File: src/hw/ccsr_pkg.sv
// Package of the configuration CRC signature readout block.
// Assumes one device clock; all slower rates are enable pulses.

package ccsr_pkg;

  // ----------------------------------------------------------------
  // Widths and defaults
  // ----------------------------------------------------------------
  localparam int CCSR_SIG_W = 32;
  localparam int CCSR_WORD_W_DEF = 16;
  localparam int CCSR_FRAME_WORDS_DEF = 64;
  // Engine clock = oscillator / 2^n; n = 1 divides by two
  localparam int CCSR_DIV_LOG2_DEF = 1;
  // Nominal oscillator rate in MHz (ref_clk stands in for it)
  localparam int CCSR_OSC_MHZ = 80;
  localparam logic [CCSR_SIG_W-1:0] CCSR_POLY_DEF = 32'h04c11db7;

  // ----------------------------------------------------------------
  // Values after reset
  // ----------------------------------------------------------------
  localparam logic [CCSR_SIG_W-1:0] CCSR_SIG_RST = 32'h00000000;
  localparam logic [CCSR_SIG_W-1:0] CCSR_CRC_SEED = 32'hffffffff;
  localparam logic CCSR_ERR_RST = 1'h0;
  localparam logic CCSR_PIN_IDLE = 1'h0;
  localparam logic CCSR_RECONF_IDLE = 1'h1;

  // ----------------------------------------------------------------
  // Readout controls from user logic
  // ----------------------------------------------------------------
  typedef struct packed {
    logic shiftNotLoad;
    logic loadSource;
  } ccsr_ctrl_t;

  localparam ccsr_ctrl_t CCSR_CTRL_RST = '{shiftNotLoad: 1'h1,
                                          loadSource: 1'h0};

endpackage : ccsr_pkg

File: src/hw/ccsr_clk_div.sv
// Power-of-two divider giving the error detection engine enable.
// Assumes a free-running clock and a synchronous active-high reset.
`timescale 1ns/1ps
`default_nettype none

module ccsr_clk_div
  import ccsr_pkg::*;
#(
  parameter int DIV_LOG2 = CCSR_DIV_LOG2_DEF
) (
  input wire logic ref_clk,
  input wire logic reset,
  output logic engineEn
);

  localparam int CW = (DIV_LOG2 > 0) ? DIV_LOG2 : 1;

  logic [CW-1:0] divCnt_q;

  always_ff @(posedge ref_clk) begin
    if (reset) begin
      divCnt_q <= '0;
    end else begin
      divCnt_q <= divCnt_q + CW'(1);
    end
  end

  // One pulse every 2^n cycles
  assign engineEn = (DIV_LOG2 == 0) ? 1'b1 : (&divCnt_q);

  a_div_spacing: assert property (@(posedge ref_clk) disable iff (reset)
    (DIV_LOG2 > 0 && engineEn) |=> !engineEn)
    else $error("engine enable not divided");

endmodule : ccsr_clk_div

`default_nettype wire

File: src/hw/ccsr_readout.sv
// Configuration CRC signature engine with its user readout port.
// Behaviour
// - The computed 32-bit signature is held in its own register.
// - Readout loads and shifts happen only on a rising readout clock.
// - With shift selected, each rising readout clock moves one bit out.
// - With load selected and source low, the expected CRC is loaded.
// - Load with source high takes the calculated signature.
// - The source select is ignored while shifting.
// - The error flag is timed by the oscillator, not the readout clock.
// - The error flag rises when the calculated CRC differs from expected.
// - A one-cycle pass-done pulse marks each completed detection pass.
// - After reconfiguration the block runs correctly unaided.
// - The engine runs on the oscillator divided by a power of two.
// Assumes ref_clk is the internal oscillator; cfgWord answers cfgAddr
// combinationally on the same clock; readout pins are asynchronous.
`timescale 1ns/1ps
`default_nettype none

module ccsr_readout
  import ccsr_pkg::*;
#(
  parameter int WORD_W = CCSR_WORD_W_DEF,
  parameter int FRAME_WORDS = CCSR_FRAME_WORDS_DEF,
  parameter int DIV_LOG2 = CCSR_DIV_LOG2_DEF,
  parameter logic [CCSR_SIG_W-1:0] POLY = CCSR_POLY_DEF,
  localparam int ADDR_W = (FRAME_WORDS > 1) ? $clog2(FRAME_WORDS) : 1
) (
  input wire logic ref_clk,
  input wire logic reset,
  output logic [ADDR_W-1:0] cfgAddr,
  input wire logic [WORD_W-1:0] cfgWord,
  input wire logic [CCSR_SIG_W-1:0] expectedCrc,
  input wire logic readClk,
  input wire ccsr_ctrl_t readCtrl,
  output logic regOut,
  output logic crcError,
  output logic passDone,
  input wire logic reconfig_request_n
);

  // ----------------------------------------------------------------
  // Pin synchronisers
  // ----------------------------------------------------------------
  logic rdSync1_q, rdSync2_q, rdSync3_q;
  ccsr_ctrl_t ctrlSync1_q, ctrlSync2_q;
  logic rcfSync1_q, rcfSync2_q;

  always_ff @(posedge ref_clk) begin
    if (reset) begin
      rdSync1_q <= CCSR_PIN_IDLE;
      rdSync2_q <= CCSR_PIN_IDLE;
      rdSync3_q <= CCSR_PIN_IDLE;
      ctrlSync1_q <= CCSR_CTRL_RST;
      ctrlSync2_q <= CCSR_CTRL_RST;
      rcfSync1_q <= CCSR_RECONF_IDLE;
      rcfSync2_q <= CCSR_RECONF_IDLE;
    end else begin
      rdSync1_q <= readClk;
      rdSync2_q <= rdSync1_q;
      rdSync3_q <= rdSync2_q;
      ctrlSync1_q <= readCtrl;
      ctrlSync2_q <= ctrlSync1_q;
      rcfSync1_q <= reconfig_request_n;
      rcfSync2_q <= rcfSync1_q;
    end
  end

  // Controls travel the same depth as the clock so they stay aligned
  logic readEdge;
  logic reconfigActive;
  assign readEdge = rdSync2_q & ~rdSync3_q;
  assign reconfigActive = ~rcfSync2_q;

  // ----------------------------------------------------------------
  // Detection engine
  // ----------------------------------------------------------------
  function automatic logic [CCSR_SIG_W-1:0] crc_step(
    input logic [CCSR_SIG_W-1:0] crcIn,
    input logic [WORD_W-1:0] data
  );
    logic [CCSR_SIG_W-1:0] c;
    logic fb;
    c = crcIn;
    fb = 1'b0;
    for (int i = WORD_W - 1; i >= 0; i--) begin
      fb = c[CCSR_SIG_W-1] ^ data[i];
      c = {c[CCSR_SIG_W-2:0], 1'b0} ^ (fb ? POLY : '0);
    end
    return c;
  endfunction : crc_step

  logic engineEn;

  ccsr_clk_div #(.DIV_LOG2(DIV_LOG2)) u_div (
    .ref_clk(ref_clk),
    .reset(reset),
    .engineEn(engineEn)
  );

  logic [ADDR_W-1:0] addr_q;
  logic [CCSR_SIG_W-1:0] crcAcc_q, crcNext;
  logic [CCSR_SIG_W-1:0] signature_q;
  logic lastWord, passEnd, mismatch;
  logic error_q, done_q;

  assign crcNext = crc_step(crcAcc_q, cfgWord);
  assign lastWord = (addr_q == ADDR_W'(FRAME_WORDS - 1));
  assign passEnd = engineEn & lastWord & ~reconfigActive;
  assign mismatch = (crcNext != expectedCrc);
  assign cfgAddr = addr_q;

  // Reconfiguration holds the engine at the start of a pass, so a
  // repaired memory is rescanned from word 0 without other action
  always_ff @(posedge ref_clk) begin
    if (reset || reconfigActive) begin
      addr_q <= '0;
      crcAcc_q <= CCSR_CRC_SEED;
    end else if (engineEn) begin
      addr_q <= lastWord ? '0 : addr_q + ADDR_W'(1);
      crcAcc_q <= lastWord ? CCSR_CRC_SEED : crcNext;
    end
  end

  always_ff @(posedge ref_clk) begin
    if (reset) begin
      signature_q <= CCSR_SIG_RST;
    end else if (passEnd) begin
      signature_q <= crcNext;
    end
  end

  // Flag is sticky: only reset and reconfiguration clear it, and a pass cannot
  // end while the request is low, so no set is lost to the clear
  always_ff @(posedge ref_clk) begin
    if (reset) begin
      error_q <= CCSR_ERR_RST;
      done_q <= 1'b0;
    end else begin
      if (passEnd && mismatch) begin
        error_q <= 1'b1;
      end else if (reconfigActive) begin
        error_q <= CCSR_ERR_RST;
      end
      done_q <= passEnd;
    end
  end

  assign crcError = error_q;
  assign passDone = done_q;

  // ----------------------------------------------------------------
  // Readout shift register
  // ----------------------------------------------------------------
  logic [CCSR_SIG_W-1:0] shift_q, shift_d, loadVal;

  assign loadVal = ctrlSync2_q.loadSource ? signature_q
                                          : expectedCrc;
  // Shift takes priority; source select is a don't-care then
  assign shift_d = ctrlSync2_q.shiftNotLoad
                 ? {1'b0, shift_q[CCSR_SIG_W-1:1]}
                 : loadVal;

  always_ff @(posedge ref_clk) begin
    if (reset) begin
      shift_q <= CCSR_SIG_RST;
    end else if (readEdge) begin
      shift_q <= shift_d;
    end
  end

  // Bit 0 is visible right after a load
  assign regOut = shift_q[0];

  // ----------------------------------------------------------------
  // Checks
  // ----------------------------------------------------------------
  a_shift_only_edge: assert property (@(posedge ref_clk) disable iff (reset)
    !readEdge |=> $stable(shift_q))
    else $error("readout register changed without readout edge");

  a_shift_advance: assert property (@(posedge ref_clk) disable iff (reset)
    (readEdge && ctrlSync2_q.shiftNotLoad)
      |=> shift_q == {1'b0, $past(shift_q[CCSR_SIG_W-1:1])})
    else $error("shift did not advance one bit");

  a_load_expected: assert property (@(posedge ref_clk) disable iff (reset)
    (readEdge && !ctrlSync2_q.shiftNotLoad && !ctrlSync2_q.loadSource)
      |=> shift_q == $past(expectedCrc))
    else $error("expected CRC not loaded");

  a_load_signature: assert property (@(posedge ref_clk) disable iff (reset)
    (readEdge && !ctrlSync2_q.shiftNotLoad && ctrlSync2_q.loadSource)
      |=> shift_q == $past(signature_q))
    else $error("signature not loaded");

  a_source_ignored: assert property (@(posedge ref_clk) disable iff (reset)
    (readEdge && ctrlSync2_q.shiftNotLoad && ctrlSync2_q.loadSource)
      |=> shift_q == {1'b0, $past(shift_q[CCSR_SIG_W-1:1])})
    else $error("load happened while shifting");

  a_first_bit: assert property (@(posedge ref_clk) disable iff (reset)
    (readEdge && !ctrlSync2_q.shiftNotLoad)
      |=> regOut == $past(loadVal[0]) ##1 regOut == $past(regOut, 1)
          || readEdge)
    else $error("first bit not presented after load");

  a_error_set: assert property (@(posedge ref_clk) disable iff (reset)
    (passEnd && mismatch) |=> crcError && passDone)
    else $error("mismatch did not raise error flag");

  a_error_on_pass: assert property (@(posedge ref_clk) disable iff (reset)
    $rose(crcError) |-> passDone)
    else $error("error flag rose outside a pass end");

  a_done_pulse: assert property (@(posedge ref_clk) disable iff (reset)
    passDone |=> !passDone)
    else $error("pass done longer than one cycle");

  a_reconfig_clear: assert property (@(posedge ref_clk) disable iff (reset)
    reconfigActive |=> !crcError && addr_q == '0)
    else $error("reconfiguration did not restart engine");

  a_sig_hold: assert property (@(posedge ref_clk) disable iff (reset)
    !passEnd |=> $stable(signature_q))
    else $error("signature changed outside pass end");

  c_error_seen: cover property (@(posedge ref_clk) disable iff (reset)
    $rose(crcError));
  c_clean_pass: cover property (@(posedge ref_clk) disable iff (reset)
    passDone && !crcError);
  c_load_then_shift: cover property (@(posedge ref_clk) disable iff (reset)
    (readEdge && !ctrlSync2_q.shiftNotLoad) ##[1:20]
    (readEdge && ctrlSync2_q.shiftNotLoad));
  c_recover: cover property (@(posedge ref_clk) disable iff (reset)
    crcError ##1 reconfigActive ##[1:50] !crcError);

endmodule : ccsr_readout

`default_nettype wire

File: config.mk
export PLATFORM = sky130hd
export DESIGN_NAME = ccsr_readout
export DESIGN_NICKNAME = d
export VERILOG_FILES = /design/src/hw/ccsr_pkg.sv /design/src/hw/ccsr_clk_div.sv /design/src/hw/ccsr_readout.sv
export SDC_FILE = /design/constraint.sdc
export NUM_CORES = 1
export LEC_CHECK = 0
export BUFFER_PORTS_ARGS = -buffer_cell sky130_fd_sc_hd__buf_2
export CAP_MARGIN = 0
export CORE_UTILIZATION = 40
export DETAILED_ROUTE_END_ITERATION = 8
export GPL_ROUTABILITY_DRIVEN = 0
export PLACE_DENSITY = 0.65
export SLEW_MARGIN = 30
export SYNTH_ARGS = -nofsm -noshare
export SYNTH_HDL_FRONTEND = slang
export SYNTH_SLANG_ARGS = --single-unit
File: constraint.sdc
create_clock -name ref_clk -period 9 [get_ports ref_clk]
set_clock_uncertainty 0.05 [all_clocks]
set_input_delay 0.45 -clock ref_clk [delete_from_list [all_inputs] [get_ports ref_clk]]
set_output_delay 0.45 -clock ref_clk [all_outputs]
set_load 0.01 [all_outputs]
After elaboration in Yosys (flattened, before gate mapping)
Index checks and enable logic that the tools add are counted.
{ "classes": {"n_lt_le_gt_ge": 0, "n_addsub": 2, "n_mul": 0, "eq_ne": 3, "mux": 22, "n_div": 0, "n_bitwise": 37, "n_reduce_logical": 2, "shift": 0} }
{ "op_table": {"columns": ["operator", "count"], "rows": [
  ["$xor A32 B27 Y32", 16],
  ["$mux W27", 16],
  ["$mux W32", 3],
  ["$ne A32 B32 Y1", 1],
  ["$xor A1 B1 Y1", 16],
  ["$add A6 B1 Y6 const B", 1],
  ["$eq A6 B6 Y1 const B", 1],
  ["$mux W6", 1],
  ["$and A1 B1 Y1", 3],
  ["$mux W1", 2],
  ["$ne A2 B1 Y1 const B", 1],
  ["$not A1 Y1", 2],
  ["$add A1 B1 Y1 const B", 1],
  ["$logic_and A1 B1 Y1", 1],
  ["$logic_or A1 B1 Y1", 1]
]} }
{ "totals": {"inputBits": 54, "out_inout_bits": 9, "elab_cells": 82, "regBits": 114, "n_memories": 0, "latch_bits": 0, "rom_bits": 0, "mem_bits_rw": 0} }

Longest topological paths before layout
Gate-level depths: netlist of run 1.
{ "depth": {"ltp_word": 51, "mapped_depth": 9, "ltp_nobuf": 8} }

Hierarchy
Synthesis of run 1 repeated with hierarchy kept, for this count alone.
{ "unflattened": {"cells_unflattened": 770, "hier_area_um2": 6802.8} }
{ "by_module_without_submodules": {"columns": ["module", "seq_area_each_um2", "instances", "cells_each", "area_each_um2"], "rows": [
  ["ccsr_readout", 2262.2, 1, 768, 6779.0],
  ["ccsr_clk_div", 20.0, 1, 2, 23.8]
]} }

Worst setup path before layout of run 1
OpenSTA, ideal clock, no wires.
{ "synth_timing": {"kind": "input-to-reg", "startpoint": "in cfgWord[0]", "endpoint": "reg error_q, in the netlist crcError", "path_stages": 8, "setup_time_ns": 0.131, "path_buffers": 0, "path_slack_ns": 5.713, "required_ns": 8.819, "arrival_time_ns": 3.106, "cell_sequence": "xnor2_1 > xnor3_2 > xnor3_2 > xnor3_2 > xnor3_1 > a211o_1 > a2111oi_2 > a31oi_1"} }
{ "synth_via": {"elab_chain_cells": 6, "elab_cells_between_ends": 7, "cone_classes": "2 x eq/ne; 2 x mux; 2 x bitwise; 1 x reduce/logical"} }
{ "synth_lines": {"columns": ["item", "line", "source"], "rows": [
  ["start: declaration", "ccsr_readout.sv:31", "input wire logic [WORD_W-1:0] cfgWord,"],
  ["$xor A1 B1 Y1 *", "ccsr_readout.sv:86", "fb = c[CCSR_SIG_W-1] ^ data[i];"],
  ["$mux W27 *", "ccsr_readout.sv:87", "c = {c[CCSR_SIG_W-2:0], 1'b0} ^ (fb ? POLY : '0);"],
  ["$xor A32 B27 Y32 *", "ccsr_readout.sv:87", null],
  ["$ne A32 B32 Y1 *", "ccsr_readout.sv:109", "assign mismatch = (crcNext != expectedCrc);"],
  ["$logic_and A1 B1 Y1 *", "ccsr_readout.sv:139", "if (passEnd && mismatch) begin"],
  ["$ne A2 B1 Y1 (no source line) / $mux W1 (equally long branches)", null, null],
  ["end signal: assignment", "ccsr_readout.sv:136", "error_q <= CCSR_ERR_RST;"],
  ["end signal: assignment", "ccsr_readout.sv:140", "error_q <= 1'b1;"],
  ["end signal: assignment", "ccsr_readout.sv:142", "error_q <= CCSR_ERR_RST;"],
  ["end: declaration", "ccsr_readout.sv:104", "logic error_q, done_q;"]
]} }
Every way passes the cells marked *; elsewhere a longest branch is shown, timed or not.
A chain may end at the register's enable or synchronous reset.

Worst setup path in the final report of run 1
{ "layout_timing": {"startpoint": "reg crcAcc_q[27]", "endpoint": "reg error_q, in the netlist crcError"} }
{ "layout_via": {"elab_chain_cells": 23, "elab_cells_between_ends": 28, "cone_classes": "2 x eq/ne; 5 x mux; 20 x bitwise; 1 x reduce/logical"} }
{ "layout_lines": {"columns": ["item", "line", "source"], "rows": [
  ["start: declaration", "ccsr_readout.sv:101", "logic [CCSR_SIG_W-1:0] crcAcc_q, crcNext;"],
  ["start signal: assignment", "ccsr_readout.sv:120", "crcAcc_q <= lastWord ? CCSR_CRC_SEED : crcNext;"],
  ["$xor A32 B27 Y32 * (4 in a row)", "ccsr_readout.sv:87", null],
  ["$xor A1 B1 Y1 *", "ccsr_readout.sv:86", null],
  ["$mux W27 *", "ccsr_readout.sv:87", null],
  ["$xor A32 B27 Y32 * (10 in a row)", "ccsr_readout.sv:87", null],
  ["$xor A1 B1 Y1 (tied with other cells)", "ccsr_readout.sv:86", null],
  ["$mux W27 / $xor A32 B27 Y32 (equally long branches)", "ccsr_readout.sv:87", null],
  ["$xor A32 B27 Y32 * (2 in a row)", "ccsr_readout.sv:87", null],
  ["$ne A32 B32 Y1 *", "ccsr_readout.sv:109", null],
  ["$logic_and A1 B1 Y1 *", "ccsr_readout.sv:139", null],
  ["$ne A2 B1 Y1 (no source line) / $mux W1 (equally long branches)", null, null]
]} }
Marked as above.

==> flow_summary_export.csv, run 1 <==
group,metric,value,unit
detailed_routing,drtAntennaViolNets,0,
placement,dpl.cell_count,1022,
timing,hold_slack,0.167,ns
outcome,outcome,"finished clean",
timing,tightest_slew,0.842,ns
timing,min_period_over_period,39.6,%
detailed_routing,wire_per_inst,16.6,um
detailed_routing,drt_first_iter_violations,359,
setup_path,worstSetupPathType,"reg -> reg",
clock_tree,post-cts-setup-buffers,0,
timing,setup_viol,0,
yosys,synth_compound_area_share,11.8,%
worst_hold_path,hold_path_class,"in -> reg",
timing,rsz0062_at_grt,"no",
global_route,grt_pass1_wl,27700,um
die,die_h,134,um
global_route,grt_overflow_total,0,
die,row_count,47,
clock_tree,hold_buffers,0,
flow_run,drv_cap,0,
placement,port_buffers,62,
yosys,yosysMostFrequentCell,"nor2_1",
detailed_routing,wl,17400,um
clock_tree,ctsResizeCount,0,
yosys,netlist_area,0.00696,mm2
yosys,synth.largest_area_cell,"dfxtp_1",
placement,dp_hpwl,12700,um
yosys,synth_cell_types,44,
die,die_area,0.0179,mm2
layout,antenna_cells,0,
layout,final-seq-area,0.00229,mm2
clock_tree,cts_inserted_buffers,17,
yosys,yosys_warnings,0,
die,fp.dieW,134,um
setup_path,critPathLaunchType,"register",
yosys,ys_async_sr_fraction,0,%
layout,area_growth,15.2,%
clock_tree,cts.htree.levels,4,
detailed_routing,first_pass_iters,5,
clock_tree,root_buffer,"clkbuf_16",
setup_path,endpoint_kind,"register",
yosys,netlist_top_cells_count,"nor2_1 (151), dfxtp_1 (114), xnor2_1 (82), a21oi_1 (80), nand2_1 (72)",
global_route,grt_max_degree,77,
timing,setup_tns,0,ns
timing,hold_viol_final,0,
die,start_util,41.5,%
setup_path,critPathMaxFanout,5,
setup_path,cp.arrival,3.80,ns
clock_tree,cts_tree,"done",
die,core-area,0.0168,mm2
yosys,synth_edf_count,0,
global_route,grt_usage,20.6,%
yosys,synth_adder_area_share,0.180,%
layout,nets,876,
yosys,synthesis.nets,834,
die,ioPinCount,63,
clock_tree,insertion_delay,0.42,ns
global_route,grt_pass1_vias,5089,
yosys,synth_mux_area_share,4.75,%
global_route,antenna_found_initial,0,
yosys,synth-seq-cells,114,
timing,finalCriticalPeriod,3.57,ns
detailed_routing,route.detailed.drc,0,
setup_path,crit_required,9.24,ns
yosys,netlist_top_cells_area,"dfxtp_1 (33%), xnor3_1 (11%), xnor2_1 (10%)",
clock_tree,cts.clk_slew.worst_paths,0.05,ns
timing,max_freq,280,MHz
detailed_routing,vias,5386,
clock_tree,cts_max_path_buffers,2,
timing,max_slew_margin,43.4,%
yosys,ys.flop_type,"dfxtp_1",
yosys,ys_seq_area_share,32.8,%
yosys,synthSimpleGateAreaFrac,15.9,%
layout,fill_cells,1617,
yosys,yosysTopAreaCellShare,32.8,%
layout,fin_cells,1052,
clock_tree,clock_sink_count,114,
timing,slew_violations,0,
yosys,synth_xor_area_share,32.1,%
yosys,synth_cells,779,
layout,drive_gt1_share,15.1,%
layout,multiInputGateArea,0.00451,mm2
detailed_routing,vias_per_cell,5.12,
yosys,synth_top_family_by_area,"XOR/XNOR gates",
yosys,avgSynthCellArea,8.93,um2
[kinds of logic after synthesis]
family	after synthesis
buffers and inverters	47
DFF	114
and+or+nand+nor	266
adders and majority gates	1
muxes	33
xor gates and xnor gates	173
AOI/OAI and AO/OA	145
[per-stage QoR]
stage,area [um2],setup slack [ns],utilization [%]
2_1_floorplan,6960,5.71,-
3_3_place_gp,7410,5.32,44.2
3_5_place_dp,7460,5.25,44.5
4_1_cts,8020,5.48,47.8
5_1_grt,8020,5.29,47.8
6_report,8020,5.43,47.8
[worst paths after layout]
check	from	endpoint	slack [ns]	cells after the start
worst max-delay path	crcAcc_q[27]$_SDFFE_PP1P_	crcError$_SDFFE_PP0P_	5.43	8
worst min register to register	ctrlSync1_q[1]$_SDFF_PP1_	ctrlSync2_q[1]$_SDFF_PP1_	0.36	1
worst min-delay path	readCtrl[1]	ctrlSync1_q[1]$_SDFF_PP1_	0.17	2
worst max register to register	crcAcc_q[27]$_SDFFE_PP1P_	crcError$_SDFFE_PP0P_	5.43	8
[worst max-delay path, cell delays in order (launching register included)]
cell and delay [ns]:
dfxtp_1 0.31, xnor2_1 0.68, xnor2_1 0.24, xor2_1 0.57, xnor3_2 0.53, xnor3_1 0.36, a211o_1 0.29, a2111oi_2 0.28
a31oi_1 0.12
[placed cells by master, fill, tap and decap left out, types with 5 or more instances in the layout]
master,instances
o21ai_0,34
xnor3_1,33
dfxtp_1,111
nand2_1,71
nor2b_1,7
clkbuf_16,17
xor2_1,34
xor3_1,8
nor3_1,8
a211oi_1,17
a21oi_1,80
mux2i_1,33
buf_2,62
nor2_1,150
xnor2_1,82
clkinv_2,5
xnor2_2,12
[state kept, by name, indices dropped and copies added, names as in the netlist]
signal / flops
crcAcc_q: 32
shift_q: 32
signature_q: 32
cfgAddr: 6
ctrlSync1_q: 2
ctrlSync2_q: 2
crcError: 1
passDone: 1
rcfSync1_q: 1
rcfSync2_q: 1
rdSync1_q: 1
rdSync2_q: 1
rdSync3_q: 1
u_div.engineEn: 1
[area by class of cell]
type                            instances  area share [%]
Multi-Input combinational cell        618            56.2
Sequential cell                       114            28.5
Clock buffer                           19            5.53
Timing Repair Buffer                   68            4.73
Tap cell                              220            3.43
Clock inverter                         11            1.44
Inverter                                2          0.0936
[layer usage]
layer  GRT usage [%]  part of all wire (%)  vias to the layer above
met3            5.03                   4.7                       25
met4            8.52                   2.2                        0
met5               0                     0                        -
li1                -                     -                     2702
met2            32.3                    46                      117
met1            27.2                    47                     2542
Power of run 1 is left out: the tool's default activity adds up to more than one toggle a clock period on the data nets, which glitch-free logic cannot reach.
==> run 2, diff against run 1 <==
- ABC_AREA: unset -> 1
- clock period: 9 -> 3.3 ns (I/O delays scaled with it)
==> run 2 against run 1 <==
Compared with the run above:
- maximum frequency increased by 24%
- register-to-register slack got worse by 5.0 ns
- utilization decreased by 0.48 points
- final area increased by 15%
- non-clock buffer count increased by 13
- die area increased by 15%
- sequential share of layout area decreased by 3.9 points
- final cell count increased by 56%
- setup slack got worse by 5.0 ns
- critical path depth increased by 13
- highest routed layer unchanged
- wire length increased by 44%
- sequential cell count unchanged
==> flow_summary_export.csv, run 2 <==
group,metric,value,unit
outcome,outcome,"finished clean",
yosys,synth_mux_area_share,0,%
die,core-area,0.0195,mm2
clock_tree,insertion_delay,0.43,ns
setup_path,crit_top_cell,"nand2_1",
power,peakVddDrop,0.438,mV
timing,min_period_over_period,87.3,%
setup_path,crit_start,"crcAcc_q[29]$_SDFFE_PP1P_",
detailed_routing,first_pass_iters,5,
yosys,synthSimpleGateAreaFrac,43.2,%
yosys,synth_xor_area_share,6.07,%
yosys,synth_adder_area_share,0.156,%
setup_path,cp.arrival,3.15,ns
yosys,netlist_area,0.00800,mm2
clock_tree,cts_tree,"done",
yosys,netlist_top_cells_count,"nand2_1 (481), inv_1 (125), dfxtp_1 (114), a21oi_1 (111), nand3_1 (111)",
die,die_area,0.0206,mm2
yosys,synth_compound_area_share,13.2,%
die,fp.dieW,143,um
setup_path,endpoint_kind,"register",
layout,antenna_cells,0,
yosys,synth_cell_types,34,
yosys,ys_seq_area_share,28.5,%
layout,final_cell_mix,"nand2_1 (481), inv_1 (125), dfxtp_1 (113)",
yosys,ys.flop_type,"dfxtp_1",
power,p_leak,4.67,nW
die,start_util,41.0,%
clock_tree,clock_sink_count,114,
setup_path,critPathSlowestCell,"dfxtp_1",
yosys,yosysTopAreaCellShare,28.5,%
yosys,yosysMostFrequentCell,"nand2_1",
worst_hold_path,hold_path_class,"in -> reg",
detailed_routing,wl,25200,um
yosys,synth_top_family_by_area,"simple AND/OR/NAND/NOR gates",
placement,dpl.cell_count,1602,
global_route,grt_pass1_vias,7535,
layout,area_growth,15.6,%
setup_path,r2r-start,"crcAcc_q[29]$_SDFFE_PP1P_",
setup_path,crit_path_cell_trace,"inv_2 -> nand2_1 -> nand2_2 -> nand2_2 -> nand2_2 -> nand2_1 -> nand3_2 -> nand2_4 -> inv_2 -> nand2_1 -> nand3_1 -> nand2_1 -> nand2_1 -> nand2_1 -> nand3_1 -> nor2_1 -> nand2_1 -> nor2_1 -> nand3_1 -> nand2_1 -> nand2_1",
yosys,netlist_top_cells_area,"dfxtp_1 (29%), nand2_1 (23%), a21oi_1 (6.9%)",
detailed_routing,drtAntennaViolNets,0,
layout,drive_gt1_share,15.4,%
layout,final_core_util,47.4,%
layout,top_regs,"crcAcc_q: 32 flops, shift_q: 32 flops, signature_q: 32 flops",
timing,max_slew_margin,51.4,%
die,die_h,143,um
timing,setup_tns,0,ns
detailed_routing,wire_per_inst,15.4,um
placement,dp_hpwl,19300,um
timing,rsz0062_at_grt,"no",
timing,hold_viol_final,0,
layout,final_common_cell,"nand2_1",
setup_path,critPathLaunchType,"register",
layout,fill_cells,2034,
die,ioPinCount,63,
clock_tree,root_buffer,"clkbuf_16",
clock_tree,cts.htree.levels,4,
global_route,antenna_found_initial,0,
global_route,grt_overflow_total,0,
layout,fin_cells,1636,
placement,port_buffers,62,
timing,max_freq,347,MHz
timing,finalCriticalPeriod,2.88,ns
yosys,avgSynthCellArea,6.13,um2
yosys,synth.largest_area_cell,"dfxtp_1",
yosys,yosys_warnings,0,
yosys,synth-seq-cells,114,
detailed_routing,vias,8322,
clock_tree,cts.clk_slew.worst_paths,0.06,ns
setup_path,crit_required,3.57,ns
flow_run,drv_cap,0,
global_route,grt_pass1_wl,39800,um
power,power_density,707,mW/mm2
yosys,synth_cells,1305,
timing,slew_violations,0,
die,row_count,51,
setup_path,cpPeakStageDelay,0.40,ns
setup_path,critPathMaxFanout,13,
clock_tree,cts_inserted_buffers,17,
clock_tree,post-cts-setup-buffers,0,
worst_hold_path,min_from,"reset",
timing,tightest_slew,0.728,ns
yosys,synth_edf_count,0,
layout,nets,1415,
detailed_routing,drt_first_iter_violations,590,
yosys,ys_async_sr_fraction,0,%
timing,setup_viol,0,
setup_path,worstSetupPathType,"reg -> reg",
global_route,grt_max_degree,59,
yosys,synthesis.nets,1360,
timing,hold_slack,0.0387,ns
detailed_routing,vias_per_cell,5.09,
detailed_routing,route.detailed.drc,0,
clock_tree,cts_max_path_buffers,2,
global_route,grt_usage,25.7,%
[run 2: changes by cell type in the layout (fill, tap and decap cells not counted), sizes merged, moves of 33 or more]
cell,before,now
o21ai,34,69
xnor2,94,10
nand3,2,122
inv,2,140
nor2,151,61
xnor3,36,0
mux2i,33,0
nand2,72,549
[run 2: cell families (layout without fill, tap and decap cells)]
group	after synthesis	in the layout
and+or+nand+nor	753	753
adders and majority gates	1	1
xor gates and xnor gates	49	49
buffers and inverters	185	251
DFF	114	114
AOI/OAI and AO/OA	203	203
[run 2: area by class of cell]
| class | instances | area [um2] | share of cell area [%] |
|---|---|---|---|
| flip-flops and latches | 114 | 2280 | 24.7 |
| clock buffers | 20 | 447 | 4.83 |
| inverters | 140 | 528 | 5.71 |
| repair buffers | 81 | 463 | 5.01 |
| well taps | 265 | 332 | 3.59 |
| clock inverters | 10 | 184 | 1.99 |
| multi-input cells | 1006 | 5010 | 54.2 |
[run 2: path summary, 6_finish.rpt]
kind,to,slack [ns],depth (start not counted)
max,crcError$_SDFFE_PP0P_,0.42,21
min,u_div.engineEn$_SDFF_PP0_,0.04,2
max reg2reg,crcError$_SDFFE_PP0P_,0.42,21
min reg2reg,ctrlSync2_q[0]$_SDFF_PP0_,0.34,2
[run 2: metrics by stage]
stage                     setup slack (ns)  total power, mW  area (um2)
after floorplan                       1.15             3.70        8000
after global placement               0.488             4.47        8580
after detailed placement             0.473             4.50        8580
after CTS                            0.453             6.52        9250
after global routing               0.00969             6.96        9250
final                                0.418             6.54        9250
[run 2: power breakdown]
group	internal, mW	switching, mW
clock network	1.35	0.661
logic	0.930	2.08
registers	1.44	0.0739
[run 2: what timing repair did]
action / in CTS / in global routing
hold endpoints to repair: 4 / 0
gates resized for setup: 0 / 0
hold buffers: 4 / 0
[run 2: per-layer routing]
| layer | share of wire [%] | vias up | track usage, % |
|---|---|---|---|
| li1 | - | 4256 | - |
| met1 | 45 | 3704 | 32.8 |
| met2 | 45 | 299 | 41.2 |
| met3 | 6.3 | 63 | 5.16 |
| met4 | 4.0 | 0 | 13.0 |
| met5 | 0 | - | 0 |
[run 2: worst max-delay path: cells and delay by family, from the launching register on]
kind          cells  cell delay [ns]
buf+inv           2             0.16
simple gates     19             2.14
flops             1             0.40
Note: power is estimated with default switching activity, not from simulation.
